<file path="src/common/xgc_pkg.sv">
`default_nettype none

package xgc_pkg;

    // Register addresses on the management frame
    localparam logic [4:0]  REG_EXT_STATUS  = 5'h0F;
    localparam logic [4:0]  REG_GLOBAL      = 5'h10;

    // Global configuration field positions
    localparam int          GB_RESERVED_TOP = 15;
    localparam int          GB_DESKEW       = 14;
    localparam int          GB_CHAN_SYNC    = 13;
    localparam int          GB_IPG          = 12;
    localparam int          GB_CTC          = 11;
    localparam int          GB_MFP_HI       = 10;
    localparam int          GB_MFP_LO       = 9;
    localparam int          GB_LOS          = 8;
    localparam int          GB_UPPER_CFG    = 7;
    localparam int          GB_LOWER_CFG    = 6;
    localparam int          GB_PRE_HIGH     = 5;
    localparam int          GB_PRE_LOW      = 4;
    localparam int          GB_RESERVED_3   = 3;
    localparam int          GB_PRBS         = 2;
    localparam int          GB_COMMA        = 1;
    localparam int          GB_RESERVED_0   = 0;

    // Reset value, writable bits and constant read values
    localparam logic [15:0] GLOBAL_RESET    = 16'h0102;
    localparam logic [15:0] GLOBAL_WMASK    = 16'h7FF6;
    localparam logic [15:0] EXT_STATUS_VAL  = 16'h0000;
    localparam logic [15:0] UNMAPPED_VAL    = 16'h0000;

    // Management frame layout
    localparam logic [5:0]  PRE_LEN         = 6'h20;
    localparam logic [3:0]  HDR_LAST        = 4'hB;
    localparam logic [3:0]  TA_LAST         = 4'h1;
    localparam logic [3:0]  DATA_LAST       = 4'hF;
    localparam logic [1:0]  OP_WRITE        = 2'h1;
    localparam logic [1:0]  OP_READ         = 2'h2;

    // Multifunction pin source selection
    localparam logic [1:0]  MFP_IO_STD      = 2'h0;
    localparam logic [1:0]  MFP_COMMA       = 2'h1;
    localparam logic [1:0]  MFP_LOS         = 2'h2;
    localparam logic [1:0]  MFP_PRBS        = 2'h3;

    typedef enum logic [5:0] {
        S_PRE   = 6'b000001,
        S_ST    = 6'b000010,
        S_HDR   = 6'b000100,
        S_TA    = 6'b001000,
        S_WDATA = 6'b010000,
        S_RDATA = 6'b100000
    } xgc_state_t;

    typedef struct packed {
        logic       deskew_en;
        logic       chan_sync_en;
        logic       ipg_en;
        logic       ctc_global_en;
        logic [1:0] mfp_select;
        logic       los_detect_en;
        logic       upper_config;
        logic       lower_config;
        logic       preemphasis_high_bit;
        logic       preemphasis_low_bit;
        logic       prbs_en;
        logic       comma_detect_en;
    } xgc_ctrl_t;

    localparam xgc_ctrl_t CTRL_RESET = '{
        deskew_en: 1'b0, chan_sync_en: 1'b0, ipg_en: 1'b0, ctc_global_en: 1'b0,
        mfp_select: MFP_IO_STD, los_detect_en: 1'b1, upper_config: 1'b0,
        lower_config: 1'b0, preemphasis_high_bit: 1'b0, preemphasis_low_bit: 1'b0,
        prbs_en: 1'b0, comma_detect_en: 1'b0
    };

endpackage

`default_nettype wire

</file>
<file path="src/rtl/xgc_global_config_regs.sv">
`default_nettype none

// Contract
// - Extended status register reads all zeros and ignores writes.
// - Writing global configuration overwrites all four per-channel configuration registers.
// - Global bit 15 reads zero; writes have no effect.
// - Bit 14 enables lane deskew machine; default disabled.
// - Bit 13 enables channel synchronization machine; default zero.
// - Bit 12 enables inter-packet-gap machine; default zero.
// - Bit 11 enables clock tolerance compensation; disabled after reset.
// - Bits 10:9 pick multifunction pin source: io standard, comma, loss, PRBS.
// - Bit 8 enables loss-of-signal detection on all channels; default set.
// - Bit 7 ORed with upper config pin; read-only while pin high.
// - Bit 6 ORed with lower config pin; read-only while pin high.
// - Bits 5 and 4 set transmit preemphasis; default zero, read/write.
// - Bits 3 and 0 read zero; writes ignored.
// - Bit 2 enables PRBS, ORed with PRBS pin; read-only while pin high.
// - Bit 1 enables comma alignment, default one, ANDed with sync pin.
// - Forced bits ignore writes and keep their stored value for later.
// - Per-channel compensation enable ORed with global bit 11.
module xgc_global_config_regs
    import xgc_pkg::*;
(
    input  wire logic       clk_sys,
    input  wire logic       reset,
    input  wire logic       mdio_in,
    output var  logic       mdio_out,
    output var  logic       mdio_oe,
    input  wire logic [4:0] phy_address,
    input  wire logic       upper_config_pin,
    input  wire logic       lower_config_pin,
    input  wire logic       prbs_enable_pin,
    input  wire logic       sync_enable_pin,
    input  wire logic       io_standard_hstl,
    input  wire logic [3:0] comma_detected,
    input  wire logic [3:0] los_status,
    input  wire logic [3:0] prbs_pass,
    input  wire logic [3:0] chan_ctc_bit,
    output var  xgc_ctrl_t  ctrl,
    output var  logic [3:0] ctc_enable,
    output var  logic [3:0] mf_pin,
    output var  logic       chan_overwrite,
    output var  logic [15:0] chan_overwrite_data
);

    xgc_state_t  state;
    xgc_state_t  next_state;
    logic [5:0]  pre_count;
    logic [5:0]  next_pre_count;
    logic [3:0]  bit_count;
    logic [3:0]  next_bit_count;
    logic [11:0] hdr;
    logic [15:0] wr_shift;
    logic [15:0] rd_shift;
    logic [15:0] global_reg;
    logic [15:0] next_global;
    logic [15:0] read_value;
    logic [15:0] global_read;
    logic [15:0] wr_data;
    logic [15:0] forced_mask;
    logic [15:0] take_mask;
    logic [1:0]  hdr_op;
    logic [4:0]  hdr_phy;
    logic [4:0]  hdr_reg;
    logic        addr_match;
    logic        read_hit;
    logic        frame_end;
    logic        global_write;
    logic        enter_rdata;
    logic        drive_ta;
    logic        pre_full;
    logic        op_is_read;
    logic        op_is_write;
    logic        sel_ext_status;
    logic        sel_global;
    logic [1:0]  mfp_sel;
    logic        eff_upper_cfg;
    logic        eff_lower_cfg;
    logic        eff_prbs;
    logic        eff_comma;
    xgc_ctrl_t   next_ctrl;

    // Header fields
    assign hdr_op      = hdr[11:10];
    assign hdr_phy     = hdr[9:5];
    assign hdr_reg     = hdr[4:0];
    assign addr_match  = (hdr_phy == phy_address);
    assign op_is_read  = (hdr_op == OP_READ);
    assign op_is_write = (hdr_op == OP_WRITE);
    assign read_hit    = addr_match && op_is_read;

    // Register and field decode
    assign sel_ext_status = (hdr_reg == REG_EXT_STATUS);
    assign sel_global     = (hdr_reg == REG_GLOBAL);
    assign mfp_sel        = global_reg[GB_MFP_HI:GB_MFP_LO];
    assign pre_full    = (pre_count == PRE_LEN);
    assign frame_end   = (bit_count == DATA_LAST);
    assign drive_ta    = (state == S_TA) && (bit_count != TA_LAST) && read_hit;
    assign enter_rdata = (state == S_TA) && (bit_count == TA_LAST) && read_hit;
    assign wr_data     = {wr_shift[14:0], mdio_in};

    assign global_write = (state == S_WDATA) && frame_end && addr_match
                          && op_is_write && sel_global;

    always_comb begin
        forced_mask               = 16'h0000;
        forced_mask[GB_UPPER_CFG] = upper_config_pin;
        forced_mask[GB_LOWER_CFG] = lower_config_pin;
        forced_mask[GB_PRBS]      = prbs_enable_pin;
        forced_mask[GB_COMMA]     = ~sync_enable_pin;
    end

    assign take_mask = GLOBAL_WMASK & ~forced_mask;

    genvar gb;
    generate
        for (gb = 0; gb < $bits(global_reg); gb++) begin : g_take
            assign next_global[gb] = take_mask[gb] ? wr_data[gb] : global_reg[gb];
        end
    endgenerate

    assign eff_upper_cfg = global_reg[GB_UPPER_CFG] | upper_config_pin;
    assign eff_lower_cfg = global_reg[GB_LOWER_CFG] | lower_config_pin;
    assign eff_prbs      = global_reg[GB_PRBS] | prbs_enable_pin;
    assign eff_comma     = global_reg[GB_COMMA] & sync_enable_pin;

    always_comb begin
        global_read               = global_reg;
        global_read[GB_UPPER_CFG] = eff_upper_cfg;
        global_read[GB_LOWER_CFG] = eff_lower_cfg;
        global_read[GB_PRBS]      = eff_prbs;
        global_read[GB_COMMA]     = eff_comma;
    end

    assign read_value = sel_ext_status ? EXT_STATUS_VAL
                      : sel_global     ? global_read
                      : UNMAPPED_VAL;

    // Frame sequencer
    always_comb begin
        next_state     = state;
        next_pre_count = pre_count;
        next_bit_count = bit_count;
        case (state)
            S_PRE: begin
                if (mdio_in) begin
                    if (!pre_full) begin
                        next_pre_count = pre_count + 6'h01;
                    end
                end else begin
                    next_pre_count = 6'h00;
                    if (pre_full) begin
                        next_state = S_ST;
                    end
                end
            end
            S_ST: begin
                next_bit_count = 4'h0;
                next_state     = mdio_in ? S_HDR : S_PRE;
            end
            S_HDR: begin
                next_bit_count = bit_count + 4'h1;
                if (bit_count == HDR_LAST) begin
                    next_bit_count = 4'h0;
                    next_state     = S_TA;
                end
            end
            S_TA: begin
                next_bit_count = bit_count + 4'h1;
                if (bit_count == TA_LAST) begin
                    next_bit_count = 4'h0;
                    next_state     = read_hit ? S_RDATA : S_WDATA;
                end
            end
            S_WDATA, S_RDATA: begin
                next_bit_count = bit_count + 4'h1;
                if (frame_end) begin
                    next_bit_count = 4'h0;
                    next_state     = S_PRE;
                end
            end
            default: begin
                next_state     = S_PRE;
                next_pre_count = 6'h00;
                next_bit_count = 4'h0;
            end
        endcase
    end

    always_ff @(posedge clk_sys) begin
        if (reset) begin
            state     <= S_PRE;
            pre_count <= 6'h00;
            bit_count <= 4'h0;
        end else begin
            state     <= next_state;
            pre_count <= next_pre_count;
            bit_count <= next_bit_count;
        end
    end

    // Header and write data capture
    always_ff @(posedge clk_sys) begin
        if (reset) begin
            hdr      <= 12'h000;
            wr_shift <= 16'h0000;
        end else begin
            if (state == S_HDR) begin
                hdr <= {hdr[10:0], mdio_in};
            end
            if (state == S_WDATA) begin
                wr_shift <= wr_data;
            end
        end
    end

    // Read data drive: turnaround zero, then sixteen data bits
    always_ff @(posedge clk_sys) begin
        if (reset) begin
            mdio_oe  <= 1'b0;
            mdio_out <= 1'b0;
            rd_shift <= 16'h0000;
        end else if (drive_ta) begin
            mdio_oe  <= 1'b1;
            mdio_out <= 1'b0;
        end else if (enter_rdata) begin
            mdio_out <= read_value[15];
            rd_shift <= {read_value[14:0], 1'b0};
        end else if (state == S_RDATA) begin
            mdio_oe  <= !frame_end;
            mdio_out <= frame_end ? 1'b0 : rd_shift[15];
            rd_shift <= {rd_shift[14:0], 1'b0};
        end
    end

    always_ff @(posedge clk_sys) begin
        if (reset) begin
            global_reg <= GLOBAL_RESET;
        end else if (global_write) begin
            global_reg <= next_global;
        end
    end

    always_ff @(posedge clk_sys) begin
        if (reset) begin
            chan_overwrite      <= 1'b0;
            chan_overwrite_data <= GLOBAL_RESET;
        end else begin
            chan_overwrite <= global_write;
            if (global_write) begin
                chan_overwrite_data <= next_global;
            end
        end
    end

    // Effective controls, registered below
    always_comb begin
        next_ctrl                      = CTRL_RESET;
        next_ctrl.deskew_en            = global_reg[GB_DESKEW];
        next_ctrl.chan_sync_en         = global_reg[GB_CHAN_SYNC];
        next_ctrl.ipg_en               = global_reg[GB_IPG];
        next_ctrl.ctc_global_en        = global_reg[GB_CTC];
        next_ctrl.mfp_select           = mfp_sel;
        next_ctrl.los_detect_en        = global_reg[GB_LOS];
        next_ctrl.upper_config         = eff_upper_cfg;
        next_ctrl.lower_config         = eff_lower_cfg;
        next_ctrl.preemphasis_high_bit = global_reg[GB_PRE_HIGH];
        next_ctrl.preemphasis_low_bit  = global_reg[GB_PRE_LOW];
        next_ctrl.prbs_en              = eff_prbs;
        next_ctrl.comma_detect_en      = eff_comma;
    end

    always_ff @(posedge clk_sys) begin
        if (reset) begin
            ctrl <= CTRL_RESET;
        end else begin
            ctrl <= next_ctrl;
        end
    end

    genvar ch;
    generate
        for (ch = 0; ch < 4; ch++) begin : g_chan
            logic mf_src;

            assign mf_src = (mfp_sel == MFP_IO_STD) ? io_standard_hstl
                          : (mfp_sel == MFP_COMMA)  ? comma_detected[ch]
                          : (mfp_sel == MFP_LOS)    ? los_status[ch]
                          : prbs_pass[ch];

            always_ff @(posedge clk_sys) begin
                if (reset) begin
                    ctc_enable[ch] <= 1'b0;
                    mf_pin[ch]     <= 1'b0;
                end else begin
                    ctc_enable[ch] <= chan_ctc_bit[ch] | global_reg[GB_CTC];
                    mf_pin[ch]     <= mf_src;
                end
            end
        end
    endgenerate

endmodule

`default_nettype wire

</file>
<file path="config.mk">
export PLATFORM = sky130hd
export DESIGN_NAME = xgc_global_config_regs
export DESIGN_NICKNAME = d
export VERILOG_FILES = /design/src/common/xgc_pkg.sv /design/src/rtl/xgc_global_config_regs.sv
export SDC_FILE = /design/constraint.sdc
export NUM_CORES = 1
export LEC_CHECK = 0
export ABC_AREA = 0
export BUFFER_PORTS_ARGS = -buffer_cell sky130_fd_sc_hd__buf_2
export CAP_MARGIN = 40
export CORE_MARGIN = 4
export CORE_UTILIZATION = 40
export CTS_CLUSTER_DIAMETER = 30
export DETAILED_ROUTE_END_ITERATION = 16
export GPL_TIMING_DRIVEN = 0
export PLACE_DENSITY = 0.71
export SKIP_CTS_REPAIR_TIMING = 1
export SLEW_MARGIN = 10
export SYNTH_ARGS = -nofsm -noshare
export SYNTH_HDL_FRONTEND = slang
export SYNTH_SLANG_ARGS = --single-unit
</file>
<file path="constraint.sdc">
create_clock -name clk_sys -period 2.8 [get_ports clk_sys]
set_input_delay 0.84 -clock clk_sys [delete_from_list [all_inputs] [get_ports clk_sys]]
set_output_delay 0.84 -clock clk_sys [all_outputs]
set_load 0.01 [all_outputs]
</file>
After elaboration in Yosys (flattened, before gate mapping) --
Cells that the tools add are included.
Storage, ports and cells: bits in registers 95
Operators by class: add/sub/neg operators 2, equality and inequality tests 25, multiplexer cells 50, bitwise gates (word level) 12, reduce and logical (&&, ||, !) cells 33
Operators by type and width (number):
- 2-to-1 mux 6 bit | 8
- 2-to-1 mux 16 bit | 2
- AND reduction 2 bit | 16
- 2-to-1 mux 1 bit | 31
- 2-to-1 mux 15 bit | 2
- one-hot mux 6 bit (5 select lines) | 1
- one-hot mux 4 bit (4 select lines) | 1
- NOT 8 -> 15 bit | 1
- == test 6 bit, second input constant | 2
- 2-to-1 mux 4 bit | 3
- one-hot mux 6 bit (2 select lines) | 1
- logical AND 1 bit | 9
- == test 4 bit, second input constant | 2
- != test 2 bit, second input constant | 4
- bitwise OR 1 bit | 7
- adder 6 x 1 -> 6 bit, second input constant | 1
- == test 6 x 1 -> 1 bit, second input constant | 1
- == test 6 x 2 -> 1 bit, second input constant | 1
- == test 6 x 3 -> 1 bit, second input constant | 1
- == test 6 x 4 -> 1 bit, second input constant | 1
- == test 6 x 5 -> 1 bit, second input constant | 1
- == test 5 x 4 -> 1 bit, second input constant | 1
- == test 5 bit | 1
- == test 5 bit, second input constant | 1
- 16 further kinds | 23

Longest topological paths before layout --
Gate-level depths: netlist of run 1.
depth in word-level cells 6, gate-level depth with buffers 9, depth with buffers taken out 7

Least setup slack after synthesis of run 1 --
OpenSTA, ideal clock, no wires.
path type input port to flip-flop, start input port phy_address[3], end register rd_shift[10], library setup time 0.114 ns, data arrival time 2.096 ns, required time 2.686 ns, slack 0.590 ns, stages on the path 7, path buffers 2, cell sequence xnor2_1 nand3_1 or4b_1 buf_6 buf_12 nand3_2 o21ai_2
Between the ends: longest elaborated chain between the ends 5
Ends and longest elaborated chain:
- start: declaration | line xgc_global_config_regs.sv:29 | input wire logic [4:0] phy_address,
- == test 5 bit (*) | line xgc_global_config_regs.sv:87 | assign addr_match = (hdr_phy == phy_address);
- logical AND 1 bit (*) | line xgc_global_config_regs.sv:90 | assign read_hit = addr_match && op_is_read;
- logical AND 1 bit, on equally long branches | line xgc_global_config_regs.sv:99, xgc_global_config_regs.sv:98
- nonzero test 2 bit (no line) / NOT 1 bit (equally long branches)
- AND reduction 2 bit (no line)
- end signal: assignment | line xgc_global_config_regs.sv:228 | rd_shift <= {read_value[14:0], 1'b0};
- end signal: assignment | line xgc_global_config_regs.sv:232 | rd_shift <= {rd_shift[14:0], 1'b0};
- end: declaration | line xgc_global_config_regs.sv:54 | logic [15:0] rd_shift;
Mark *: on every way between the ends. The rest lies on a longest branch, timed or not. A chain may end at the register's enable or synchronous reset.

Worst setup path after layout of run 1 --
start register bit_count[0], end register rd_shift[9]
Between the ends: longest elaborated chain between the ends 5
Ends and longest elaborated chain:
- start: declaration | line xgc_global_config_regs.sv:50 | logic [3:0] bit_count;
- start signal: assignment | line xgc_global_config_regs.sv:198 | bit_count <= next_bit_count;
- == test 4 x 1 -> 1 bit / != test 4 x 1 -> 1 bit (equally long branches) | line xgc_global_config_regs.sv:99, xgc_global_config_regs.sv:98
- logical AND 1 bit, on equally long branches (2 in series) | line xgc_global_config_regs.sv:99, xgc_global_config_regs.sv:98
- nonzero test 2 bit (no line) / NOT 1 bit (equally long branches)
- AND reduction 2 bit (no line)
Parallel ways exist; a longest one is shown, timed or not.

==> key figures, run 1 <==
Run status
  – Run status: finished, final reports clean

Pwr
  – Clock power share: 0.420
  – Part of the power in combinational logic: 0.053
  – Max IR drop VDD: 0.409 mV
  – Power density over cell area: 536 nW/um^2
  – Internal power: 1.99 mW
  – Seq pwr share: 0.526
  – Switch share: 0.219
  – Leak pwr: 1.84 nW
  – Switching pwr: 560 uW

Yosys
  – Yosys warning count: 0
  – Synth top area share: 0.464
  – Most common cell in the netlist: nand2_1
  – Asr flop ratio synth: 0
  – Post-synthesis cell area: 4020 um^2
  – Synth area leaders: dfxtp_1, nand2_1, a21oi_1
  – Yosys reg bits: 93
  – Post-Syn Area per Cell: 8.93 um^2
  – Yosys top cell by area: dfxtp_1
  – Netlist cell types: 59
  – Commonest cells post-synth: nand2_1, dfxtp_1, a21oi_1
  – Sequential share of the synthesized area: 0.464
  – Post-synth EDFFs: 0
  – Mapped Cells: 450
  – Most used DFF post-synth: dfxtp_1

Clocking
  – Total CTS buffers: 9
  – Clock Path Buffers: 2
  – Clock Pin Slew Worst Setup and Hold Paths: 0.09 ns
  – TritonCTS clock tree: done
  – CTS root buf: clkbuf_8
  – CTS H-tree depth: 3
  – Worst-skew pair later-pin latency: 0.36 ns
  – Clk sink count: 93

GRT
  – Largest net degree at the start of global routing: 17
  – Vias in the first global route: 3,066
  – Global-route wire length before repair: 14,600 um
  – GRT Util Overall: 0.157
  – Overflow left after global routing: 0
  – Initial antenna violation count: 0

Routing
  – Vias: 3,372
  – Vias per cell: 5.06
  – Post-Route WL: 9210 um
  – DR pass1 iterations: 4
  – Routed WL per cell: 13.8 um
  – Final ANT Viol Nets: 0
  – Iteration-0 DRC Markers: 151
  – Remaining routing DRC violations: 0

Setup path
  – Startpoint Class: register
  – Critical Path, Cell by Cell: ha_1, or3b_2, nor3_2, or4b_1, buf_6, buf_12, nand3_2, o21ai_2
  – FF-to-FF setup slack: 0.51 ns
  – CP max FO: 10
  – Critical path data arrival time: 2.55 ns
  – Slowest-stage cell, CP: or3b_2
  – Crit end category: register
  – CP Class: register to register
  – CP peak stage delay: 0.49 ns
  – CP required: 3.06 ns

Die
  – Full die area: 11,700 um^2
  – I/O Pins: 69
  – Initial core utilization: 0.411
  – Die width: 108 um
  – Row cnt: 36
  – Core footprint: 9770 um^2
  – Height of the die: 108 um

Layout
  – Final std cells w/o fill: 667
  – Layout area overhead: 18.6%
  – Layout cells sized above 1: 0.262
  – Final net count: 562
  – Biggest regs: rd_shift: 14 flops, wr_shift: 14 flops
  – Fillers: 953
  – N_diodes: 0

STA
  – Fmax achieved: 436 MHz
  – Setup ws final: 0.506 ns
  – Tcrit/Tclk final: 0.819
  – RSZ-0062 raised after global routing: false
  – TNS Setup: 0 ns
  – Endpoints failing setup: 0
  – Relative slew slack: 0.453
  – Worst-Margin Slew: 0.812 ns
  – Final Max Slew Viols: 0
  – Min cycle time layout: 2.29 ns
  – Hold Violations, Final: 0
  – Fin Clk Skew: 0.0134 ns

Placement
  – Final HPWL DP: 6960 um
  – Port bufs: 65
  – Dpl ws: 0.309 ns
  – Placed cells: 651
  – Placer Congestion: 0.865

Run
  – Max-cap violations: 0

Min path
  – Hold Crit Class: register to register
==> placed cells by master, fill, tap and decap left out, types with 11 or more instances in the layout <==
master    netlist  layout
a21oi_1        43      43
buf_2           1      67
clkbuf_1       15      16
dfxtp_1        93      93
mux2_2         12      12
nand2_1        97      97
nand3_1        24      24
nor2_1         25      25
nor2b_1        11      11
o21ai_2        14      14
==> path summary, 6_finish.rpt <==
| kind | end | cells after the start | start |
|---|---|---|---|
| setup / recovery | rd_shift[9]$_SDFFE_PP0P_ | 8 | bit_count[0]$_SDFFE_PP0N_ |
| hold / removal | wr_shift[3]$_SDFFE_PP0N_ | 2 | wr_shift[2]$_SDFFE_PP0N_ |
| setup reg to reg | rd_shift[9]$_SDFFE_PP0P_ | 8 | bit_count[0]$_SDFFE_PP0N_ |
| hold reg to reg | wr_shift[3]$_SDFFE_PP0N_ | 2 | wr_shift[2]$_SDFFE_PP0N_ |
==> through the flow <==
stage	hold slack, ns	cell area [um^2]	utilization	power (mW)
floorplan	0.432	4020	-	1.45
global placement	0.441	4520	0.462	1.51
detailed placement	0.450	4520	0.462	1.51
CTS	0.463	4760	0.487	2.57
global route	0.486	4760	0.487	2.64
finish	0.459	4760	0.487	2.55
==> power by group through the flow <==
stage	sequential (mW)	combinational, mW	clock, mW
floorplan	1.38	0.0758	0
global placement	1.37	0.134	0
detailed placement	1.37	0.137	0
CTS	1.34	0.137	1.09
global route	1.35	0.150	1.14
finish	1.34	0.136	1.07
==> critical path: cells and delay by family (launching register included) <==
kind / cells / cell delay (ns)
simple gates: 4 / 1.25
flops: 1 / 0.40
buf+inv: 2 / 0.32
fa+ha+maj: 1 / 0.16
compound gates: 1 / 0.06
==> logic make-up after synthesis <==
| group | synth area share |
|---|---|
| AOI/OAI and AO/OA | 0.122 |
| DFF | 0.464 |
| adders and majority gates | 0.0125 |
| and+or+nand+nor | 0.270 |
| muxes | 0.0586 |
| buffers and inverters | 0.0508 |
| xor gates and xnor gates | 0.0218 |
| other | 0.000934 |
==> routing by layer <==
layer  track usage  vias to the layer above  share of wire
met2         0.260                       65           0.48
met5             0                        -              0
met1         0.203                     1587           0.46
met3        0.0263                       16          0.040
li1              -                     1704              -
met4        0.0667                        0          0.021
==> layout make-up <==
type / instances / area [um^2] / share of cell area
Buffer: 29 / 181 / 0.0381
Clock buffer: 10 / 128 / 0.0268
Clock inverter: 6 / 116 / 0.0244
Inverter: 6 / 22.5 / 0.00473
Multi-Input combinational cell: 324 / 1960 / 0.411
Sequential cell: 93 / 1860 / 0.391
Tap cell: 133 / 166 / 0.0349
Timing Repair Buffer: 66 / 330 / 0.0693
Note: power is estimated with default switching activity, not from simulation.
==> run 2, diff against run 1 <==
Settings changed: ABC_AREA 0 to 1, PLACE_DENSITY 0.71 to 0.73.
Clock period 2.8 ns to 2.05 ns, I/O delays scaled along.
==> key figures, run 2 <==
Yosys
  – Sequential share of the synthesized area: 0.451 (-0.0125)
  – Multiplexer share of the synthesized area: 0 (-0.0586)
  – Most common cell in the netlist: nor2_1
  – Synth top area share: 0.451 (-0.0125)
  – Main combinational cell family by area after synthesis: simple AND/OR/NAND/NOR gates
  – Yosys top cell by area: dfxtp_1
  – Commonest cells post-synth: nor2_1, dfxtp_1, nand2_1
  – Post-synthesis cell area: 4130 um^2 (+2.8%)
  – Post-synthesis simple-gate area fraction: 0.324 (+0.0539)
  – Post-synth EDFFs: 0 (unchanged)
  – Mapped Cells: 540 (+20%)
  – Yosys reg bits: 93 (unchanged)
  – Post-synthesis compound-gate area fraction: 0.125 (+0.00308)
  – Yosys warning count: 0 (unchanged)
  – Synth Area in XOR/XNOR: 0.00637 (-0.0154)
  – Netlist cell types: 41 (-31%)
  – Most used DFF post-synth: dfxtp_1
  – Post-Syn Area per Cell: 7.64 um^2 (-14%)
  – Synth area leaders: dfxtp_1, nor2_1, nand2_1
  – Asr flop ratio synth: 0 (unchanged)
  – Area share of fa/ha/maj cells after synthesis: 0.0121 (-0.000336)

Clocking
  – CTS root buf: clkbuf_8
  – CTS H-tree depth: 3 (unchanged)
  – Clk sink count: 93 (unchanged)
  – Total CTS buffers: 9 (unchanged)
  – Clock Pin Slew Worst Setup and Hold Paths: 0.10 ns (about the same)
  – TritonCTS clock tree: done
  – Worst-skew pair later-pin latency: 0.37 ns (about the same)
  – Clock Path Buffers: 2 (unchanged)

Routing
  – Final ANT Viol Nets: 0 (unchanged)
  – Post-Route WL: 10,000 um (+8.8%)
  – Iteration-0 DRC Markers: 197 (+30%)
  – DR pass1 iterations: 7 (+3)
  – Remaining routing DRC violations: 0 (unchanged)
  – Vias per cell: 4.94 (-2.3%)
  – Vias: 3,726 (+10%)
  – Routed WL per cell: 13.3 um (-3.8%)

Placement
  – Placer Congestion: 0.851 (-1.7%)
  – DP Area: 4620 um^2 (+2.2%)
  – Final HPWL DP: 7670 um (+10%)
  – Port bufs: 64 (-1.5%)

Layout
  – Final net count: 650 (+16%)
  – N_diodes: 0 (unchanged)
  – Most common cell after layout, fill and taps aside: nor2_1
  – Biggest regs: rd_shift: 14 flops, wr_shift: 14 flops
  – Layout area overhead: 16.6%
  – Layout cells sized above 1: 0.208 (-0.0544)
  – Post-layout instance area: 4810 um^2 (+0.97%)
  – Most frequent cells in the layout: nor2_1, dfxtp_1, nand2_1, buf_2, inv_1

Setup path
  – CP max FO: 10 (unchanged)
  – CP peak stage delay: 0.41 ns (-0.08 ns)
  – CP Class: register to register
  – Critical path data arrival time: 2.04 ns (-0.51 ns)
  – Slowest-stage cell, CP: dfxtp_1
  – Critical Path, Cell by Cell: ha_1, nand2_1, nor2_1, nand3_1, nor3_4, nand2_4, buf_6, nor3_2, nor2_1
  – Cell mode on critical path: nor2_1
  – Crit end category: register
  – Startpoint Class: register
  – CP required: 2.32 ns (-0.74 ns)

STA
  – Endpoints failing setup: 0 (unchanged)
  – Final Max Slew Viols: 0 (unchanged)
  – Min cycle time layout: 1.78 ns (-0.519 ns)
  – Tcrit/Tclk final: 0.866 (+0.0467)
  – Worst-Margin Slew: 0.619 ns (-0.194 ns)
  – Fmax achieved: 563 MHz (+29%)
  – Fin Clk Skew: 0.0135 ns (+0.000114 ns)
  – Hold Violations, Final: 0 (unchanged)
  – TNS Setup: 0 ns (unchanged)
  – Relative slew slack: 0.588 (+0.134)
  – RSZ-0062 raised after global routing: false

Die
  – Row cnt: 36 (unchanged)
  – Full die area: 12,000 um^2 (+2.6%)
  – Core footprint: 9910 um^2 (+1.4%)
  – Die width: 110 um (+1.3%)
  – I/O Pins: 69 (unchanged)
  – Initial core utilization: 0.417 (+0.00563)
  – Height of the die: 110 um (+1.3%)

Min path
  – Hold Crit Class: input pin to register

GRT
  – Initial antenna violation count: 0 (unchanged)
  – Vias in the first global route: 3,525 (+15%)
  – Overflow left after global routing: 0 (unchanged)
  – Global-route wire length before repair: 16,600 um (+14%)
  – Largest net degree at the start of global routing: 16 (-1)
  – GRT Util Overall: 0.177 (+0.0198)

Pwr
  – Switching pwr: 1.11 mW (+98%)
  – Seq pwr share: 0.520 (-0.006)
  – Max IR drop VDD: 0.475 mV (+16%)
  – Internal power: 2.64 mW (+32%)
  – Part of the power in combinational logic: 0.156 (+0.103)
  – Leak pwr: 2.22 nW (+21%)
  – Switch share: 0.296 (+0.0763)
  – Power density over cell area: 778 nW/um^2 (+45%)
  – Clock power share: 0.324 (-0.096)

Run
  – Max-cap violations: 0 (unchanged)

Run status
  – Run status: finished, final reports clean
[run 2: worst paths after layout]
kind / startpoint / to / slack (ns) / cells after the start
max: bit_count[0]$_SDFFE_PP0N_ / chan_overwrite_data[2]$_SDFFE_PP0P_ / 0.27 / 9
min: chan_ctc_bit[0] / ctc_enable[0]$_SDFF_PP0_ / 0.44 / 3
max reg2reg: bit_count[0]$_SDFFE_PP0N_ / chan_overwrite_data[2]$_SDFFE_PP0P_ / 0.27 / 9
min reg2reg: wr_shift[12]$_SDFFE_PP0N_ / chan_overwrite_data[13]$_SDFFE_PP0P_ / 0.47 / 2
[run 2: worst max-delay path, delay by kind of cell, from the launching register on]
kind	cells	cell delay (ns)
buf+inv	1	0.17
fa+ha+maj	1	0.19
flops	1	0.41
simple gates	7	0.90
[run 2: metrics by stage]
step	hold WS [ns]	total power, mW	util	setup WS, ns	std cells
after floorplan	0.435	2.41	-	0.372	542
after CTS	0.435	3.76	0.485	0.262	754
after global routing	0.443	3.93	0.485	0.0152	754
after global placement	0.448	2.55	0.466	0.0997	739
final	0.444	3.74	0.485	0.275	754
after detailed placement	0.457	2.56	0.466	0.0563	739
[run 2: kinds of logic (layout without fill, tap and decap cells)]
family	Yosys count	after routing
other	1	3
adders and majority gates	4	4
AOI/OAI and AO/OA	91	91
and+or+nand+nor	270	270
DFF	93	93
xor gates and xnor gates	3	3
buffers and inverters	78	157
[run 2: layout make-up]
cell class	count	area, um^2
inverter	56	210
clock inverter	5	61.3
multi-input combinational	371	1940
tap	133	166
sequential	93	1860
timing repair buffer	64	320
fill	987	5100
clock buffer	10	128
buffer	22	123
[run 2: power groups by stage]
stage | logic, mW | clock network (mW) | registers, mW
after global routing | 0.654 | 1.32 | 1.96
after detailed placement | 0.574 | 0 | 1.99
final | 0.584 | 1.21 | 1.95
after global placement | 0.563 | 0 | 1.98
after floorplan | 0.426 | 0 | 1.98
after CTS | 0.582 | 1.23 | 1.95
[run 2: metal layers]
| metal | global-route usage | vias up | part of all wire |
|---|---|---|---|
| met4 | 0.0882 | 0 | 0.026 |
| met5 | 0 | - | 0 |
| li1 | - | 1900 | - |
| met2 | 0.289 | 85 | 0.50 |
| met1 | 0.224 | 1722 | 0.44 |
| met3 | 0.0317 | 19 | 0.040 |
